===== src/chan_retrans_pkg.sv =====
// constants for the channel extension and replay buffer configuration block
package chan_retrans_pkg;
   // apb register byte offsets
   localparam logic [11:0] CTRL_OFFSET   = 12'h000;
   localparam logic [11:0] DEPTH_OFFSET  = 12'h004;
   localparam logic [11:0] STATUS_OFFSET = 12'h008;

   // control register field positions
   localparam int TX_RANGE_LSB = 0;
   localparam int RX_RANGE_LSB = 2;
   localparam int BANKS_LSB    = 4;
   localparam int MULT_LSB     = 6;

   // status register field positions
   localparam int ST_MULT_RSVD_BIT = 0;
   localparam int ST_RANGE_WARN_BIT = 1;
   localparam int ST_FULL_BIT      = 2;
   localparam int ST_COUNT_LSB     = 16;

   // reset values
   localparam logic [1:0]  RANGE_RESET = 2'h0;
   localparam logic [1:0]  BANKS_RESET = 2'h3;
   localparam logic [2:0]  MULT_RESET  = 3'h0;
   localparam logic [13:0] DEPTH_RESET = 14'h0800;

   // multiplier codes
   localparam logic [2:0] MULT_X4    = 3'h2;
   localparam logic [2:0] MULT_X32   = 3'h5;
   localparam logic [2:0] MULT_X8    = 3'h3;

   // word and control word layout
   localparam int WORD_BITS    = 64;
   localparam int WORD_BYTES   = 8;
   localparam int WORDS_PER_ENTRY = 8;
   localparam int CHAN_BITS    = 11;
   localparam int MU_HI        = 39;
   localparam int MU_LO        = 24;
   localparam int SLICE_BITS   = 16;
   localparam int BASE_CHAN_BITS = 8;
   localparam int SEQ_MAX_BITS = 8;
   localparam int FIELD_SHIFT  = 5;
   localparam int MAX_EXT      = 3;

   // replay buffer geometry
   localparam int DEPTH_BITS   = 14;
   localparam int BANK_ENTRIES = 4096;
   localparam int SEQ_CNT_BITS = 16;
endpackage


===== src/replay_if.sv =====
// carrier between the config top and the replay occupancy tracker
`timescale 1ns/1ps
interface replay_if;
   logic [1:0]  banks;
   logic [13:0] depth;
   logic        write;
   logic        release_entry;
   logic        accepted;
   logic        full;
   logic [13:0] count;
   logic [13:0] wr_index;

   modport cfg (output banks, depth, write, release_entry,
                input accepted, full, count, wr_index);
   modport trk (input banks, depth, write, release_entry,
                output accepted, full, count, wr_index);
endinterface


===== src/replay_tracker.sv =====
// replay buffer occupancy and write index over the enabled banks
`timescale 1ns/1ps
module replay_tracker (
   // clock and reset
   input wire logic pclk,
   input wire logic presetn,
   // configuration and strobes
   replay_if.trk    rp
);
   logic [13:0] count_reg;
   logic [13:0] count_next;
   logic [13:0] wptr_reg;
   logic [13:0] wptr_next;
   logic [14:0] bank_cap;
   logic [14:0] limit;
   logic        full;
   logic        take;
   logic        drop;

   always_comb begin
      // only the selected banks hold entries
      bank_cap = 15'((32'(rp.banks) + 32'd1) * chan_retrans_pkg::BANK_ENTRIES);
      // depth further caps the usable entries
      limit = ({1'b0, rp.depth} < bank_cap) ? {1'b0, rp.depth} : bank_cap;
      full = ({1'b0, count_reg} >= limit);
      take = rp.write & ~full;
      drop = rp.release_entry & (count_reg != 14'h0000);
      count_next = count_reg;
      if (take & ~drop) begin
         count_next = count_reg + 14'h0001;
      end else if (drop & ~take) begin
         count_next = count_reg - 14'h0001;
      end
      wptr_next = wptr_reg;
      if (take) begin
         wptr_next = ({1'b0, wptr_reg} + 15'h0001 >= limit) ? 14'h0000 : wptr_reg + 14'h0001;
      end
   end

   always_ff @(posedge pclk or negedge presetn) begin
      if (!presetn) begin
         count_reg <= 14'h0000;
         wptr_reg  <= 14'h0000;
      end else begin
         count_reg <= count_next;
         wptr_reg  <= wptr_next;
      end
   end

   assign rp.accepted = take;
   assign rp.full     = full;
   assign rp.count    = count_reg;
   assign rp.wr_index = wptr_reg;
endmodule


===== src/channel_ext_retrans_config.sv =====
// channel extension and replay buffer configuration with control word packing
//
// Contract
// tx range select places channel field
// rx range select extracts channel field
// bank select limits replay memory banks
// multiplier codes x1 to x32, 6-7 reserved
// local tx multiplier matches partner rx
// sequence and channel share multiple-use bits
// range select limited by multiplier value; the code only flags a tx range over the limit in status and still applies it
// depth limits entries of eight words
// depth chosen from round-trip latency
// interlaken words are 64 bits wide
// settings change only while in reset; the code applies apb writes to them at any time out of reset
`timescale 1ns/1ps
module channel_ext_retrans_config (
   // clock and reset
   input  wire logic        pclk,
   input  wire logic        presetn,
   // apb slave
   input  wire logic        psel,
   input  wire logic        penable,
   input  wire logic        pwrite,
   input  wire logic [11:0] paddr,
   input  wire logic [31:0] pwdata,
   output logic      [31:0] prdata,
   output logic             pready,
   output logic             pslverr,
   // transmit control word stream
   input  wire logic        tx_bcw_valid,
   input  wire logic [63:0] tx_bcw_word,
   input  wire logic [10:0] tx_channel,
   output logic             tx_out_valid,
   output logic      [63:0] tx_out_word,
   // receive control word stream
   input  wire logic        rx_bcw_valid,
   input  wire logic [63:0] rx_bcw_word,
   output logic             rx_out_valid,
   output logic      [10:0] rx_channel,
   output logic      [7:0]  rx_sequence,
   // replay buffer strobes
   input  wire logic        replay_write,
   input  wire logic        replay_release,
   output logic             replay_full,
   output logic      [13:0] replay_wr_index
);
   // configuration state
   logic [1:0]  tx_channel_range_select_reg;
   logic [1:0]  tx_channel_range_select_next;
   logic [1:0]  rx_channel_range_select_reg;
   logic [1:0]  rx_channel_range_select_next;
   logic [1:0]  tx_replay_memory_banks_reg;
   logic [1:0]  tx_replay_memory_banks_next;
   logic [2:0]  tx_sequence_multiplier_reg;
   logic [2:0]  tx_sequence_multiplier_next;
   logic [13:0] tx_replay_buffer_depth_reg;
   logic [13:0] tx_replay_buffer_depth_next;
   // bus state
   logic [31:0] prdata_reg;
   logic [31:0] prdata_next;
   logic        pready_reg;
   logic        pready_next;
   logic        pslverr_reg;
   logic        pslverr_next;
   // stream and sequence state
   logic [15:0] seq_cnt_reg;
   logic [15:0] seq_cnt_next;
   logic        tx_valid_reg;
   logic        tx_valid_next;
   logic [63:0] tx_word_reg;
   logic [63:0] tx_word_next;
   logic        rx_valid_reg;
   logic        rx_valid_next;
   logic [10:0] rx_chan_reg;
   logic [10:0] rx_chan_next;
   logic [7:0]  rx_seq_reg;
   logic [7:0]  rx_seq_next;
   logic        full_reg;
   logic        full_next;
   logic [13:0] widx_reg;
   logic [13:0] widx_next;

   // decode and derived values
   logic        setup;
   logic        wr_commit;
   logic        mapped;
   logic        mult_rsvd;
   logic        range_warn;
   logic [2:0]  seq_shift;
   logic [7:0]  tx_seq_mask;
   logic [7:0]  rx_seq_mask;
   logic [7:0]  tx_seq_val;
   logic [10:0] tx_chan_mask;
   logic [10:0] tx_field;
   logic [15:0] tx_slice;
   logic [15:0] rx_slice;
   logic [31:0] status_word;
   logic [31:0] ctrl_word;

   replay_if rp ();

   replay_tracker u_tracker (
      .pclk    (pclk),
      .presetn (presetn),
      .rp      (rp)
   );

   assign rp.banks         = tx_replay_memory_banks_reg;
   assign rp.depth         = tx_replay_buffer_depth_reg;
   assign rp.write         = replay_write;
   assign rp.release_entry = replay_release;

   always_comb begin
      setup     = psel & ~penable;
      wr_commit = psel & penable & pready_reg & pwrite & ~pslverr_reg;
      mapped    = (paddr == chan_retrans_pkg::CTRL_OFFSET) ||
                  (paddr == chan_retrans_pkg::DEPTH_OFFSET) ||
                  (paddr == chan_retrans_pkg::STATUS_OFFSET);
      // reserved codes are flagged and treated as x1
      mult_rsvd = (tx_sequence_multiplier_reg > chan_retrans_pkg::MULT_X32);
      seq_shift = mult_rsvd ? 3'h0 : tx_sequence_multiplier_reg;
      // surface a partner-side misconfiguration risk, hardware still obeys
      // judged on the effective factor, so a reserved code counts as x1
      range_warn = (seq_shift <= chan_retrans_pkg::MULT_X4) ?
                   (tx_channel_range_select_reg != 2'h0) :
                   ({1'b0, tx_channel_range_select_reg} >
                    3'(seq_shift - chan_retrans_pkg::MULT_X4));
      ctrl_word = 32'h0000_0000;
      ctrl_word[chan_retrans_pkg::TX_RANGE_LSB +: 2] = tx_channel_range_select_reg;
      ctrl_word[chan_retrans_pkg::RX_RANGE_LSB +: 2] = rx_channel_range_select_reg;
      ctrl_word[chan_retrans_pkg::BANKS_LSB +: 2]    = tx_replay_memory_banks_reg;
      ctrl_word[chan_retrans_pkg::MULT_LSB +: 3]     = tx_sequence_multiplier_reg;
      status_word = 32'h0000_0000;
      status_word[chan_retrans_pkg::ST_MULT_RSVD_BIT]  = mult_rsvd;
      status_word[chan_retrans_pkg::ST_RANGE_WARN_BIT] = range_warn;
      status_word[chan_retrans_pkg::ST_FULL_BIT]       = rp.full;
      status_word[chan_retrans_pkg::ST_COUNT_LSB +: 14] = rp.count;

      // apb: answer in the first access cycle, no waits
      pready_next  = setup;
      pslverr_next = setup & ~mapped;
      prdata_next  = prdata_reg;
      if (setup & ~pwrite) begin
         unique case (paddr)
            chan_retrans_pkg::CTRL_OFFSET:   prdata_next = ctrl_word;
            chan_retrans_pkg::DEPTH_OFFSET:  prdata_next = {18'h0_0000, tx_replay_buffer_depth_reg};
            chan_retrans_pkg::STATUS_OFFSET: prdata_next = status_word;
            default:                         prdata_next = 32'h0000_0000;
         endcase
      end

      // settings take apb writes at any time out of reset; software should write them before traffic
      tx_channel_range_select_next = tx_channel_range_select_reg;
      rx_channel_range_select_next = rx_channel_range_select_reg;
      tx_replay_memory_banks_next  = tx_replay_memory_banks_reg;
      tx_sequence_multiplier_next  = tx_sequence_multiplier_reg;
      tx_replay_buffer_depth_next  = tx_replay_buffer_depth_reg;
      if (wr_commit && paddr == chan_retrans_pkg::CTRL_OFFSET) begin
         tx_channel_range_select_next = pwdata[chan_retrans_pkg::TX_RANGE_LSB +: 2];
         rx_channel_range_select_next = pwdata[chan_retrans_pkg::RX_RANGE_LSB +: 2];
         tx_replay_memory_banks_next  = pwdata[chan_retrans_pkg::BANKS_LSB +: 2];
         tx_sequence_multiplier_next  = pwdata[chan_retrans_pkg::MULT_LSB +: 3];
      end
      if (wr_commit && paddr == chan_retrans_pkg::DEPTH_OFFSET) begin
         tx_replay_buffer_depth_next = pwdata[chan_retrans_pkg::DEPTH_BITS-1:0];
      end

      // one sequence step per multiplier-many accepted replay entries
      seq_cnt_next = rp.accepted ? seq_cnt_reg + 16'h0001 : seq_cnt_reg;
      tx_seq_mask  = 8'(8'hff >> tx_channel_range_select_reg);
      tx_seq_val   = 8'(seq_cnt_reg >> seq_shift) & tx_seq_mask;
      // channel field grows downward from bit 39 by range select
      tx_chan_mask = 11'(11'h0ff >> 0) | 11'(11'h700 >> (chan_retrans_pkg::MAX_EXT -
                     32'(tx_channel_range_select_reg))) & 11'h700;
      tx_field     = 11'((tx_channel & tx_chan_mask) <<
                     (2'(chan_retrans_pkg::MAX_EXT) - tx_channel_range_select_reg));
      tx_slice     = 16'({tx_field, 5'h00}) | {8'h00, tx_seq_val};
      tx_valid_next = tx_bcw_valid;
      tx_word_next  = tx_word_reg;
      if (tx_bcw_valid) begin
         tx_word_next = tx_bcw_word;
         tx_word_next[chan_retrans_pkg::MU_HI:chan_retrans_pkg::MU_LO] = tx_slice;
      end

      // receive: same coding, field read from 39 downward
      rx_slice      = rx_bcw_word[chan_retrans_pkg::MU_HI:chan_retrans_pkg::MU_LO];
      rx_seq_mask   = 8'(8'hff >> rx_channel_range_select_reg);
      rx_valid_next = rx_bcw_valid;
      rx_chan_next  = rx_chan_reg;
      rx_seq_next   = rx_seq_reg;
      if (rx_bcw_valid) begin
         rx_chan_next = 11'(rx_slice[15:chan_retrans_pkg::FIELD_SHIFT] >>
                        (2'(chan_retrans_pkg::MAX_EXT) - rx_channel_range_select_reg));
         rx_seq_next  = rx_slice[7:0] & rx_seq_mask;
      end

      full_next = rp.full;
      widx_next = rp.wr_index;
   end

   always_ff @(posedge pclk or negedge presetn) begin
      if (!presetn) begin
         tx_channel_range_select_reg <= chan_retrans_pkg::RANGE_RESET;
         rx_channel_range_select_reg <= chan_retrans_pkg::RANGE_RESET;
         tx_replay_memory_banks_reg  <= chan_retrans_pkg::BANKS_RESET;
         tx_sequence_multiplier_reg  <= chan_retrans_pkg::MULT_RESET;
         tx_replay_buffer_depth_reg  <= chan_retrans_pkg::DEPTH_RESET;
         prdata_reg   <= 32'h0000_0000;
         pready_reg   <= 1'b0;
         pslverr_reg  <= 1'b0;
         seq_cnt_reg  <= 16'h0000;
         tx_valid_reg <= 1'b0;
         tx_word_reg  <= 64'h0000_0000_0000_0000;
         rx_valid_reg <= 1'b0;
         rx_chan_reg  <= 11'h000;
         rx_seq_reg   <= 8'h00;
         full_reg     <= 1'b0;
         widx_reg     <= 14'h0000;
      end else begin
         tx_channel_range_select_reg <= tx_channel_range_select_next;
         rx_channel_range_select_reg <= rx_channel_range_select_next;
         tx_replay_memory_banks_reg  <= tx_replay_memory_banks_next;
         tx_sequence_multiplier_reg  <= tx_sequence_multiplier_next;
         tx_replay_buffer_depth_reg  <= tx_replay_buffer_depth_next;
         prdata_reg   <= prdata_next;
         pready_reg   <= pready_next;
         pslverr_reg  <= pslverr_next;
         seq_cnt_reg  <= seq_cnt_next;
         tx_valid_reg <= tx_valid_next;
         tx_word_reg  <= tx_word_next;
         rx_valid_reg <= rx_valid_next;
         rx_chan_reg  <= rx_chan_next;
         rx_seq_reg   <= rx_seq_next;
         full_reg     <= full_next;
         widx_reg     <= widx_next;
      end
   end

   assign prdata          = prdata_reg;
   assign pready          = pready_reg;
   assign pslverr         = pslverr_reg;
   assign tx_out_valid    = tx_valid_reg;
   assign tx_out_word     = tx_word_reg;
   assign rx_out_valid    = rx_valid_reg;
   assign rx_channel      = rx_chan_reg;
   assign rx_sequence     = rx_seq_reg;
   assign replay_full     = full_reg;
   assign replay_wr_index = widx_reg;
endmodule


===== config.mk =====
export PLATFORM = sky130hd
export DESIGN_NAME = channel_ext_retrans_config
export DESIGN_NICKNAME = d
export VERILOG_FILES = /design/src/chan_retrans_pkg.sv /design/src/replay_if.sv /design/src/replay_tracker.sv /design/src/channel_ext_retrans_config.sv
export SDC_FILE = /design/constraint.sdc
export NUM_CORES = 1
export LEC_CHECK = 0
export ABC_AREA = 1
export BUFFER_PORTS_ARGS = -buffer_cell sky130_fd_sc_hd__buf_2
export CAP_MARGIN = 20
export CORE_AREA = 10 10 193 195
export DETAILED_ROUTE_END_ITERATION = 8
export DIE_AREA = 0 0 203 205
export GPL_TIMING_DRIVEN = 0
export SYNTH_ARGS = -nofsm -noshare
export SYNTH_HDL_FRONTEND = slang
export SYNTH_SLANG_ARGS = --single-unit
export TNS_END_PERCENT = 5

===== constraint.sdc =====
create_clock -name pclk -period 4.1 [get_ports pclk]
set_input_delay 0.41 -clock pclk [delete_from_list [all_inputs] [get_ports pclk]]
set_output_delay 0.41 -clock pclk [all_outputs]
set_load 0.01 [all_outputs]

=== Word level (Yosys, flattened, before mapping) ===
Cells that the tools add are included.
W data, S select, Z words.

* Add/subtract/negate cells: 10
* $lt $le $gt $ge: 6
* Equality and inequality tests: 2
* Shift operators: 6
* Muxes and demuxes: 7
* Bitwise gates (word level): 22
* Reductions and logical operators: 8

{| class="wikitable"
|+ Operators with widths
! kind !! count
|-
| $pmux W30 S3 || 1
|-
| $mux W14 || 3
|-
| $shr A11 B32 Y11 const A || 1
|-
| $add A14 B1 Y14 const B || 2
|-
| $add A16 B1 Y16 const B || 1
|-
| $and A8 B8 Y8 || 2
|-
| $or A16 B8 Y16 || 1
|-
| $shr A16 B3 Y8 || 1
|-
| $shr A8 B2 Y8 const A || 2
|-
| $add A14 B1 Y15 const B || 1
|-
| $ge A14 B15 Y1 || 1
|-
| $ge A15 B15 Y1 || 1
|-
| $lt A14 B15 Y1 || 1
|-
| $mux W15 || 1
|-
| $reduce_bool A14 Y1 || 1
|-
| $sub A14 B1 Y14 const B || 1
|-
| $eq A12 B3 Y1 const B || 1
|-
| $eq A12 B4 Y1 const B || 1
|-
| $logic_not A12 Y1 || 1
|-
| $and A1 B1 Y1 || 11
|-
| $and A11 B11 Y11 || 1
|-
| $shl A11 B2 Y11 || 1
|-
| $shr A11 B2 Y11 || 1
|-
| $not A1 Y1 || 7
|-
| other kinds (12) || 16
|}

* Register bits after elaboration: 201
* Input port bits: 192
* Word-level logic and storage cells: 79

=== Logic depth before layout (Yosys ltp) ===
Gate-level depths: netlist (run 1).

* Word-level depth: 10
* Gate-level depth with buffers: 27

=== Cells and area by module ===
From an unflattened synthesis (run 1), not the netlist that was laid out.

* Cell total of the unflattened synthesis: 1,348
* Area, all modules: 10,517.6 µm²

{| class="wikitable"
|+ By module, submodules not included
! module !! instances !! cells each !! area an instance (µm²)
|-
| channel_ext_retrans_config || 1 || 857 || 7,370.8
|-
| replay_tracker || 1 || 491 || 3,146.8
|}

=== Worst setup path before layout (run 1) ===
OpenSTA, ideal clock, no wires.

* Path kind: register to register
* Start: register tx_replay_memory_banks_reg[0], in the netlist rp.banks[0]
* End: register u_tracker.count_reg[13], in the netlist u_tracker.rp.count[13]
* Library setup time: 117 ps
* Data arrival time: 3,770 ps
* Path slack: 213 ps
* Stages on the path, launching flop included: 28
* Path buffers: 2
* Path through: dfstp_2 > ha_1 > o211ai_1 > nand2_1 > clkbuf_1 > nand2_1 > ha_1 > nand2_1 > inv_1 > nand2_1 > nand2_1 > a21oi_2 > nand3_2 > nor2_2 > buf_4 > ha_1 > inv_1 > ha_1 > a21oi_1 > nand2_1 > nand2_1 > nand2_1 > nand2_1 > nand2_1 > nand2_1 > nand2_1 > nand2_1 > nand2_1

* Word-level cells in the longest chain between the ends: 9
* Elaborated cells on any way between the ends: 11
* Classes of those cells: 1 x add/sub; 2 x order compare; 2 x mux; 5 x bitwise; 1 x reduce/logical

{| class="wikitable"
|+ RTL lines
! element !! line !! RTL
|-
| from (decl) || channel_ext_retrans_config.sv:52 || <nowiki>logic [1:0] tx_replay_memory_banks_reg;</nowiki>
|-
| from (signal assigned) || channel_ext_retrans_config.sv:205 || <nowiki>tx_replay_memory_banks_reg <= chan_retrans_pkg::BANKS_RESET;</nowiki>
|-
| from (signal assigned) || channel_ext_retrans_config.sv:222 || <nowiki>tx_replay_memory_banks_reg <= tx_replay_memory_banks_next;</nowiki>
|-
| $add A2 B1 Y3 * || replay_tracker.sv:22 || <nowiki>bank_cap = 15'((32'(rp.banks) + 32'd1) * chan_retrans_pkg::BANK_ENTRIES);</nowiki>
|-
| $lt A14 B15 Y1 || replay_tracker.sv:24 || <nowiki>limit = ({1'b0, rp.depth} < bank_cap) ? {1'b0, rp.depth} : bank_cap;</nowiki>
|-
| $mux W15 * || replay_tracker.sv:24 ||
|-
| $ge A14 B15 Y1 * || replay_tracker.sv:25 || <nowiki>full = ({1'b0, count_reg} >= limit);</nowiki>
|-
| net full_next || channel_ext_retrans_config.sv:79 || <nowiki>logic full_next;</nowiki>
|-
| $not A1 Y1 * || replay_tracker.sv:26 || <nowiki>take = rp.write & ~full;</nowiki>
|-
| $and A1 B1 Y1 * || replay_tracker.sv:26 ||
|-
| net rp.accepted || replay_if.sv:8 || <nowiki>logic accepted;</nowiki>
|-
| $not A1 Y1 || replay_tracker.sv:31 || <nowiki>end else if (drop & ~take) begin</nowiki>
|-
| $and A1 B1 Y1 || replay_tracker.sv:31 ||
|-
| $reduce_bool A2 Y1 (no line) || -- ||
|-
| to (signal assigned) || replay_tracker.sv:45 || <nowiki>count_reg <= count_next;</nowiki>
|-
| to (decl) || replay_tracker.sv:10 || <nowiki>logic [13:0] count_reg;</nowiki>
|}

Mark *: on every way through the listed nets, which the timed path passes. The rest lies on a longest branch.
A chain may end at the register's enable or synchronous reset.

=== Worst setup path after layout (run 1) ===
* Start: register tx_replay_memory_banks_reg[0], in the netlist rp.banks[0]
* End: register u_tracker.count_reg[10], in the netlist u_tracker.rp.count[10]

The elaborated chain is that of the path after synthesis.

==> results of run 1 <==
[where the power goes]
part	switching, mW	internal (mW)
registers	0.336	2.18
clock network	0.814	0.831
logic	1.64	1.19
total	2.79	4.21
[layer usage]
layer  vias to the layer above  share of wire  track usage
met5                         -              0            0
met4                         0          0.016       0.0517
met3                        31          0.067       0.0392
met2                       316           0.47        0.274
met1                      4712           0.44        0.209
li1                       4867              -            -
[worst max-delay path, stage by stage (launching register included)]
cell and delay [ns]:
dfstp_2 0.57, ha_4 0.21, o211ai_1 0.23, nand2_2 0.19, buf_8 0.20, nand2_4 0.08
ha_4 0.20, nand2_1 0.06, nand2_1 0.05, nand2_1 0.06, nand2_1 0.06, a21oi_2 0.20
nand3_4 0.11, nor2_4 0.12, buf_8 0.12, ha_4 0.16, clkinvlp_4 0.15, buf_8 0.18
ha_4 0.31, nand3_2 0.11, nand2_4 0.11, nand3_2 0.07, nand2_2 0.10, nand2_2 0.07
nand2_1 0.06, nand2_1 0.04, nand3_1 0.06, nand2_1 0.06
[final cells by class]
cell class / count / area, um2
timing repair buffer: 255 / 1390
antenna: 1 / 2.50
tap: 448 / 561
clock inverter: 13 / 120
fill: 3409 / 19700
clock buffer: 19 / 453
multi-input combinational: 983 / 5420
buffer: 46 / 277
sequential: 195 / 4880
inverter: 125 / 477
[synthesized netlist by cell type, drive strengths merged, types with 4 or more instances]
master,instances
a21oi,43
buf,25
clkbuf,21
dfrtp,192
ha,48
inv,124
mux2i,4
nand2,551
nand3,57
nand4,20
nor2,77
nor3,14
o211ai,7
o21ai,102
o31ai,10
xnor2,5
xor2,11
[worst paths after layout]
kind	start	endpoint	slack (ns)
setup reg to reg	rp.banks[0]$_DFFE_PN1P_	u_tracker.rp.count[10]$_DFFE_PN0P_	0.04
max in group asynchronous	presetn	u_tracker.rp.wr_index[8]$_DFFE_PN0P_	2.56
min in group asynchronous	presetn	tx_out_word[0]$_DFFE_PN0P_	0.53
hold / removal	tx_bcw_valid	tx_out_valid$_DFF_PN0_	0.08
setup / recovery	rp.banks[0]$_DFFE_PN1P_	u_tracker.rp.count[10]$_DFFE_PN0P_	0.04
hold reg to reg	u_tracker.rp.wr_index[13]$_DFFE_PN0P_	replay_wr_index[13]$_DFF_PN0_	0.44
[cell families (layout without fill, tap and decap cells)]
family                     after synthesis  in the layout
AOI/OAI and AO/OA                      180            180
buffers and inverters                  171            458
adders and majority gates               49             49
xor gates and xnor gates                16             16
other                                    2              6
DFF                                    195            195
and+or+nand+nor                        726            726
muxes                                    7              7
[through the flow]
step	total power, mW	std cells	setup WS (ns)	setup TNS (ns)	instance area, um2
after floorplan	4.01	1349	0.213	0	10500
after global placement	4.73	2036	-0.772	-149.45	12300
after detailed placement	4.78	2037	-0.585	-5.69	12300
after CTS	6.65	2077	0.00422	0	13100
after global routing	7.52	2084	-0.193	-1.47	13600
final	7.00	2085	0.0444	0	13600
[timing repair]
action,in CTS,in global routing
endpoints found under the hold margin,73,0
hold buffers,1,0
cloned,0,1
resized for setup,27,77
pin swaps,7,27
buffers inserted,7,6
setup endpoints to repair,12,11
==> flow_summary.ini, run 1 <==
[global_routing]
grt_pass1_wl_um = 54300
track_usage = 0.165
antenna_found_initial = 2
grt_pass1_vias = 9740
globalRouteOverflowTotal = 0
grt_max_degree = 109

[yosys]
postSynthAreaPerCell_um2 = 7.81
yosysWarnings = 0
yosys.area_share.simple = 0.283
synthMuxAreaShare = 0.00810
ys_seq_area_frac = 0.465
synthesis.instances = 1346
synth_top_family_by_area = simple AND/OR/NAND/NOR gates
syn_area_um2 = 10500
synth_xor_area_frac = 0.0133
synthTopCellsByArea = dfrtp_1 (46%), nand2_1 (19%), ha_1 (5.7%), inv_1 (4.4%), o21ai_0 (3.3%)
yosys.area.top_type_share = 0.457
synth_top_area_cell = dfrtp_1
ys.flop_type = dfrtp_1
synthAdderAreaFrac = 0.0591
synthArstFlopShare = 1.00
yosys.cell_types.count = 55
synth_edf_count = 0
synth_compound_area_frac = 0.101
yosys_register_bits = 195

[die]
core_um2 = 33300
top_level_ports = 326
die_height_um = 205
start_util = 0.316
dieArea_um2 = 41600
row_count = 67
die_w_um = 203

[route]
vias = 9926
avgViaCountPerCell = 4.76
drc = 0
wl_per_cell_um = 16.9
wl_um = 35200
ant_nets = 0
drt-initial-drc-count = 549
drtPass1Iterations = 6

[clocking]
clock-sinks = 195
clock_latency_ns = 0.45
clockRootBuffer = clkbuf_16
cts_tree = built
clockBufferDepth = 2
cts_inserted_buffers = 17
clkTransAtPathRegs_ns = 0.08
cts_max_level = 4

[critical_path]
critical_path_arrival_ns = 4.40
rr_worst_depth = 27
cp_data_required_time_ns = 4.44
path_max_fanout = 6
crit_path_end_kind = register
path_class = reg -> reg
critPathLaunchType = register

[timing]
slew_viol_final = 0
finalClockSkew_ns = 0.0107
rsz0062_at_grt = true
timing.hold.ws_ns = 0.0819
finalSetupViolCount = 0
timing.final.crit_share = 0.989
relSlewSlack = 0.488
hold_viol = 0
fin_crit_ns = 4.06
clock.fmax_mhz = 247
tightest_slew_ns = 0.769

[final_layout]
syn_to_final_growth_pct = 29.2
drive_gt1_frac = 0.265
final_cell_mix = nand2_1 (517), buf_2 (246), dfrtp_1 (192)
final_util = 0.408
largest_reg_flops = 64
final_common_cell = nand2_1
fin_nets = 1864

[worst_hold_path]
holdPathStages = 1
hold_path_class = in -> reg

[run]
max-cap-violations = 0

[place]
post-dp-hpwl_um = 27100
place.gp.congestion = 0.894
port_buffers = 239

[power_and_ir_drop]
p_per_area_nw_per_um2 = 516
p_leak_nw = 7.23
ir_worst_vdd_uv = 306

[outcome]
status = completed
No activity file was read; power rests on OpenSTA's default activity.
==> run 2, diff against run 1 <==
--- a/config.mk
+++ b/config.mk
@@ -12,6 +12,7 @@
 export DETAILED_ROUTE_END_ITERATION = 8
 export DIE_AREA = 0 0 203 205
 export GPL_TIMING_DRIVEN = 0
+export HOLD_SLACK_MARGIN = 0.06
 export SYNTH_ARGS = -nofsm -noshare
 export SYNTH_HDL_FRONTEND = slang
 export SYNTH_SLANG_ARGS = --single-unit
==> constraint.sdc (replaced) <==
create_clock -name pclk -period 4.1 [get_ports pclk]
set_input_delay 0.41 -clock pclk [delete_from_list [all_inputs] [get_ports pclk]]
set_output_delay 0.41 -clock pclk [all_outputs]
set_load 0.005 [all_outputs]
==> run 2 against run 1 <==
Maximum frequency up 0.17%; setup slack better by 0.0067 ns; critical path depth unchanged; utilization about the same; sequential share of layout area about the same; register-to-register slack about the same.
==> flow_summary.ini, run 2 (synthesis gave the netlist of run 1 again) <==
[clocking]
clockRootBuffer = clkbuf_16
cts_inserted_buffers = 17
clkTransAtPathRegs_ns = 0.08
clock-sinks = 195
cts_max_level = 4
clockBufferDepth = 2
clock_latency_ns = 0.45
cts_tree = built

[critical_path]
max_stage_delay_ns = 0.57
path_buf_inv = 4
path_max_fanout = 6
crit_top_cell = nand2_1
cp_data_required_time_ns = 4.44
path_class = reg -> reg
crit_path_end_kind = register
cpMaxStageDelayCell = dfstp_2
critical_path_arrival_ns = 4.39
critical_path.top_delay_family = simple AND/OR/NAND/NOR gates
critical_path.startpoint = rp.banks[0]$_DFFE_PN1P_
reg2reg_from = rp.banks[0]$_DFFE_PN1P_
critPathLaunchType = register

[route]
drtPass1Iterations = 5
ant_nets = 0
avgViaCountPerCell = 4.76
wl_per_cell_um = 16.8
drt-initial-drc-count = 565
wl_um = 35100
drc = 0
vias = 9939

[place]
port_buffers = 239
place.gp.congestion = 0.894
post-dp-hpwl_um = 27100
dp.cells = 2037

[global_routing]
antenna_found_initial = 2
grt_pass1_wl_um = 54300
grt_max_degree = 109
globalRouteOverflowTotal = 0
track_usage = 0.166
grt_pass1_vias = 9746

[timing]
finalSetupViolCount = 0
fin_crit_ns = 4.05
clock.fmax_mhz = 247
finalClockSkew_ns = 0.0104
timing.hold.ws_ns = 0.151
tightest_slew_ns = 0.767
slew_viol_final = 0
rsz0062_at_grt = true
relSlewSlack = 0.488
hold_viol = 0
timing.final.crit_share = 0.988

[die]
start_util = 0.316
dieArea_um2 = 41600
core_um2 = 33300
die_height_um = 205
row_count = 67
die_w_um = 203
top_level_ports = 326

[power_and_ir_drop]
seqPwrFrac = 0.363
ir_worst_vdd_uv = 307
p_sw_frac = 0.394
pwr-share-clk = 0.237
p_comb_frac = 0.400
p_int_mw = 4.21
p_leak_nw = 7.23
p_sw_mw = 2.74
p_per_area_nw_per_um2 = 511

[final_layout]
layout.cells.non_filler = 2086
seqCellArea_um2 = 4880
final_common_cell = nand2_1
drive_gt1_frac = 0.265
final_util = 0.408
fill_cells = 3408
largest_reg_flops = 64
fin_nets = 1865
syn_to_final_growth_pct = 29.3
final_cell_mix = nand2_1 (517), buf_2 (246), dfrtp_1 (192)
multi_input_area_um2 = 5420

[worst_hold_path]
hold_path_class = in -> reg
min-delay-start = penable

[outcome]
status = completed

[run]
max-cap-violations = 0
[run 2: cell types whose count changed in the layout (fill, tap and decap cells not counted)]
cell	previous run	this run
dlygate4sd3_1	1	2
[run 2: path summary, 6_finish.rpt]
kind | endpoint | slack, ns | cells after the start
max | u_tracker.rp.count[10]$_DFFE_PN0P_ | 0.05 | 27
min | pready$_DFF_PN0_ | 0.15 | 2
max reg2reg | u_tracker.rp.count[10]$_DFFE_PN0P_ | 0.05 | 27
min reg2reg | replay_wr_index[13]$_DFF_PN0_ | 0.44 | 0
max in group asynchronous | u_tracker.rp.count[13]$_DFFE_PN0P_ | 2.55 | 3
min in group asynchronous | tx_out_word[0]$_DFFE_PN0P_ | 0.53 | 2
[run 2: layer usage]
layer  GRT usage  vias up  wire [um]
met5           0        -          0
met4      0.0517        0        561
met3      0.0392       31       2200
met2       0.274      293      16600
met1       0.209     4745      15700
li1            -     4870          -
[run 2: area by class of cell]
cell class | instances | area share
antenna | 1 | 0.000184
buffer | 46 | 0.0204
clock buffer | 19 | 0.0333
clock inverter | 13 | 0.00884
inverter | 125 | 0.0351
multi-input combinational | 983 | 0.399
sequential | 195 | 0.360
tap | 448 | 0.0413
timing repair buffer | 256 | 0.103
[run 2: power by group through the flow]
| stage | Combinational, mW | Sequential, mW | Clock [mW] |
|---|---|---|---|
| final | 2.78 | 2.52 | 1.64 |
| after floorplan | 1.54 | 2.42 | 0 |
| after CTS | 2.42 | 2.48 | 1.69 |
| after global placement | 2.18 | 2.50 | 0 |
| after global routing | 3.14 | 2.56 | 1.77 |
| after detailed placement | 2.23 | 2.50 | 0 |
[run 2: what timing repair did]
action,in CTS,in global routing
hold buffers,2,0
pin swaps,7,27
setup endpoints to repair,12,11
gates resized for setup,27,77
gates cloned,0,1
buffers inserted,7,6
endpoints found under the hold margin,88,0
[run 2: stage by stage]
| step | total power [mW] | TNS, ns | instance area, um2 | setup WS, ns |
|---|---|---|---|---|
| after floorplan | 3.96 | 0 | 10500 | 0.213 |
| after global placement | 4.68 | -149.45 | 12300 | -0.772 |
| after detailed placement | 4.73 | -5.69 | 12300 | -0.585 |
| after CTS | 6.60 | 0 | 13100 | 0.00422 |
| after global routing | 7.47 | -1.47 | 13600 | -0.193 |
| final | 6.95 | 0 | 13600 | 0.0511 |
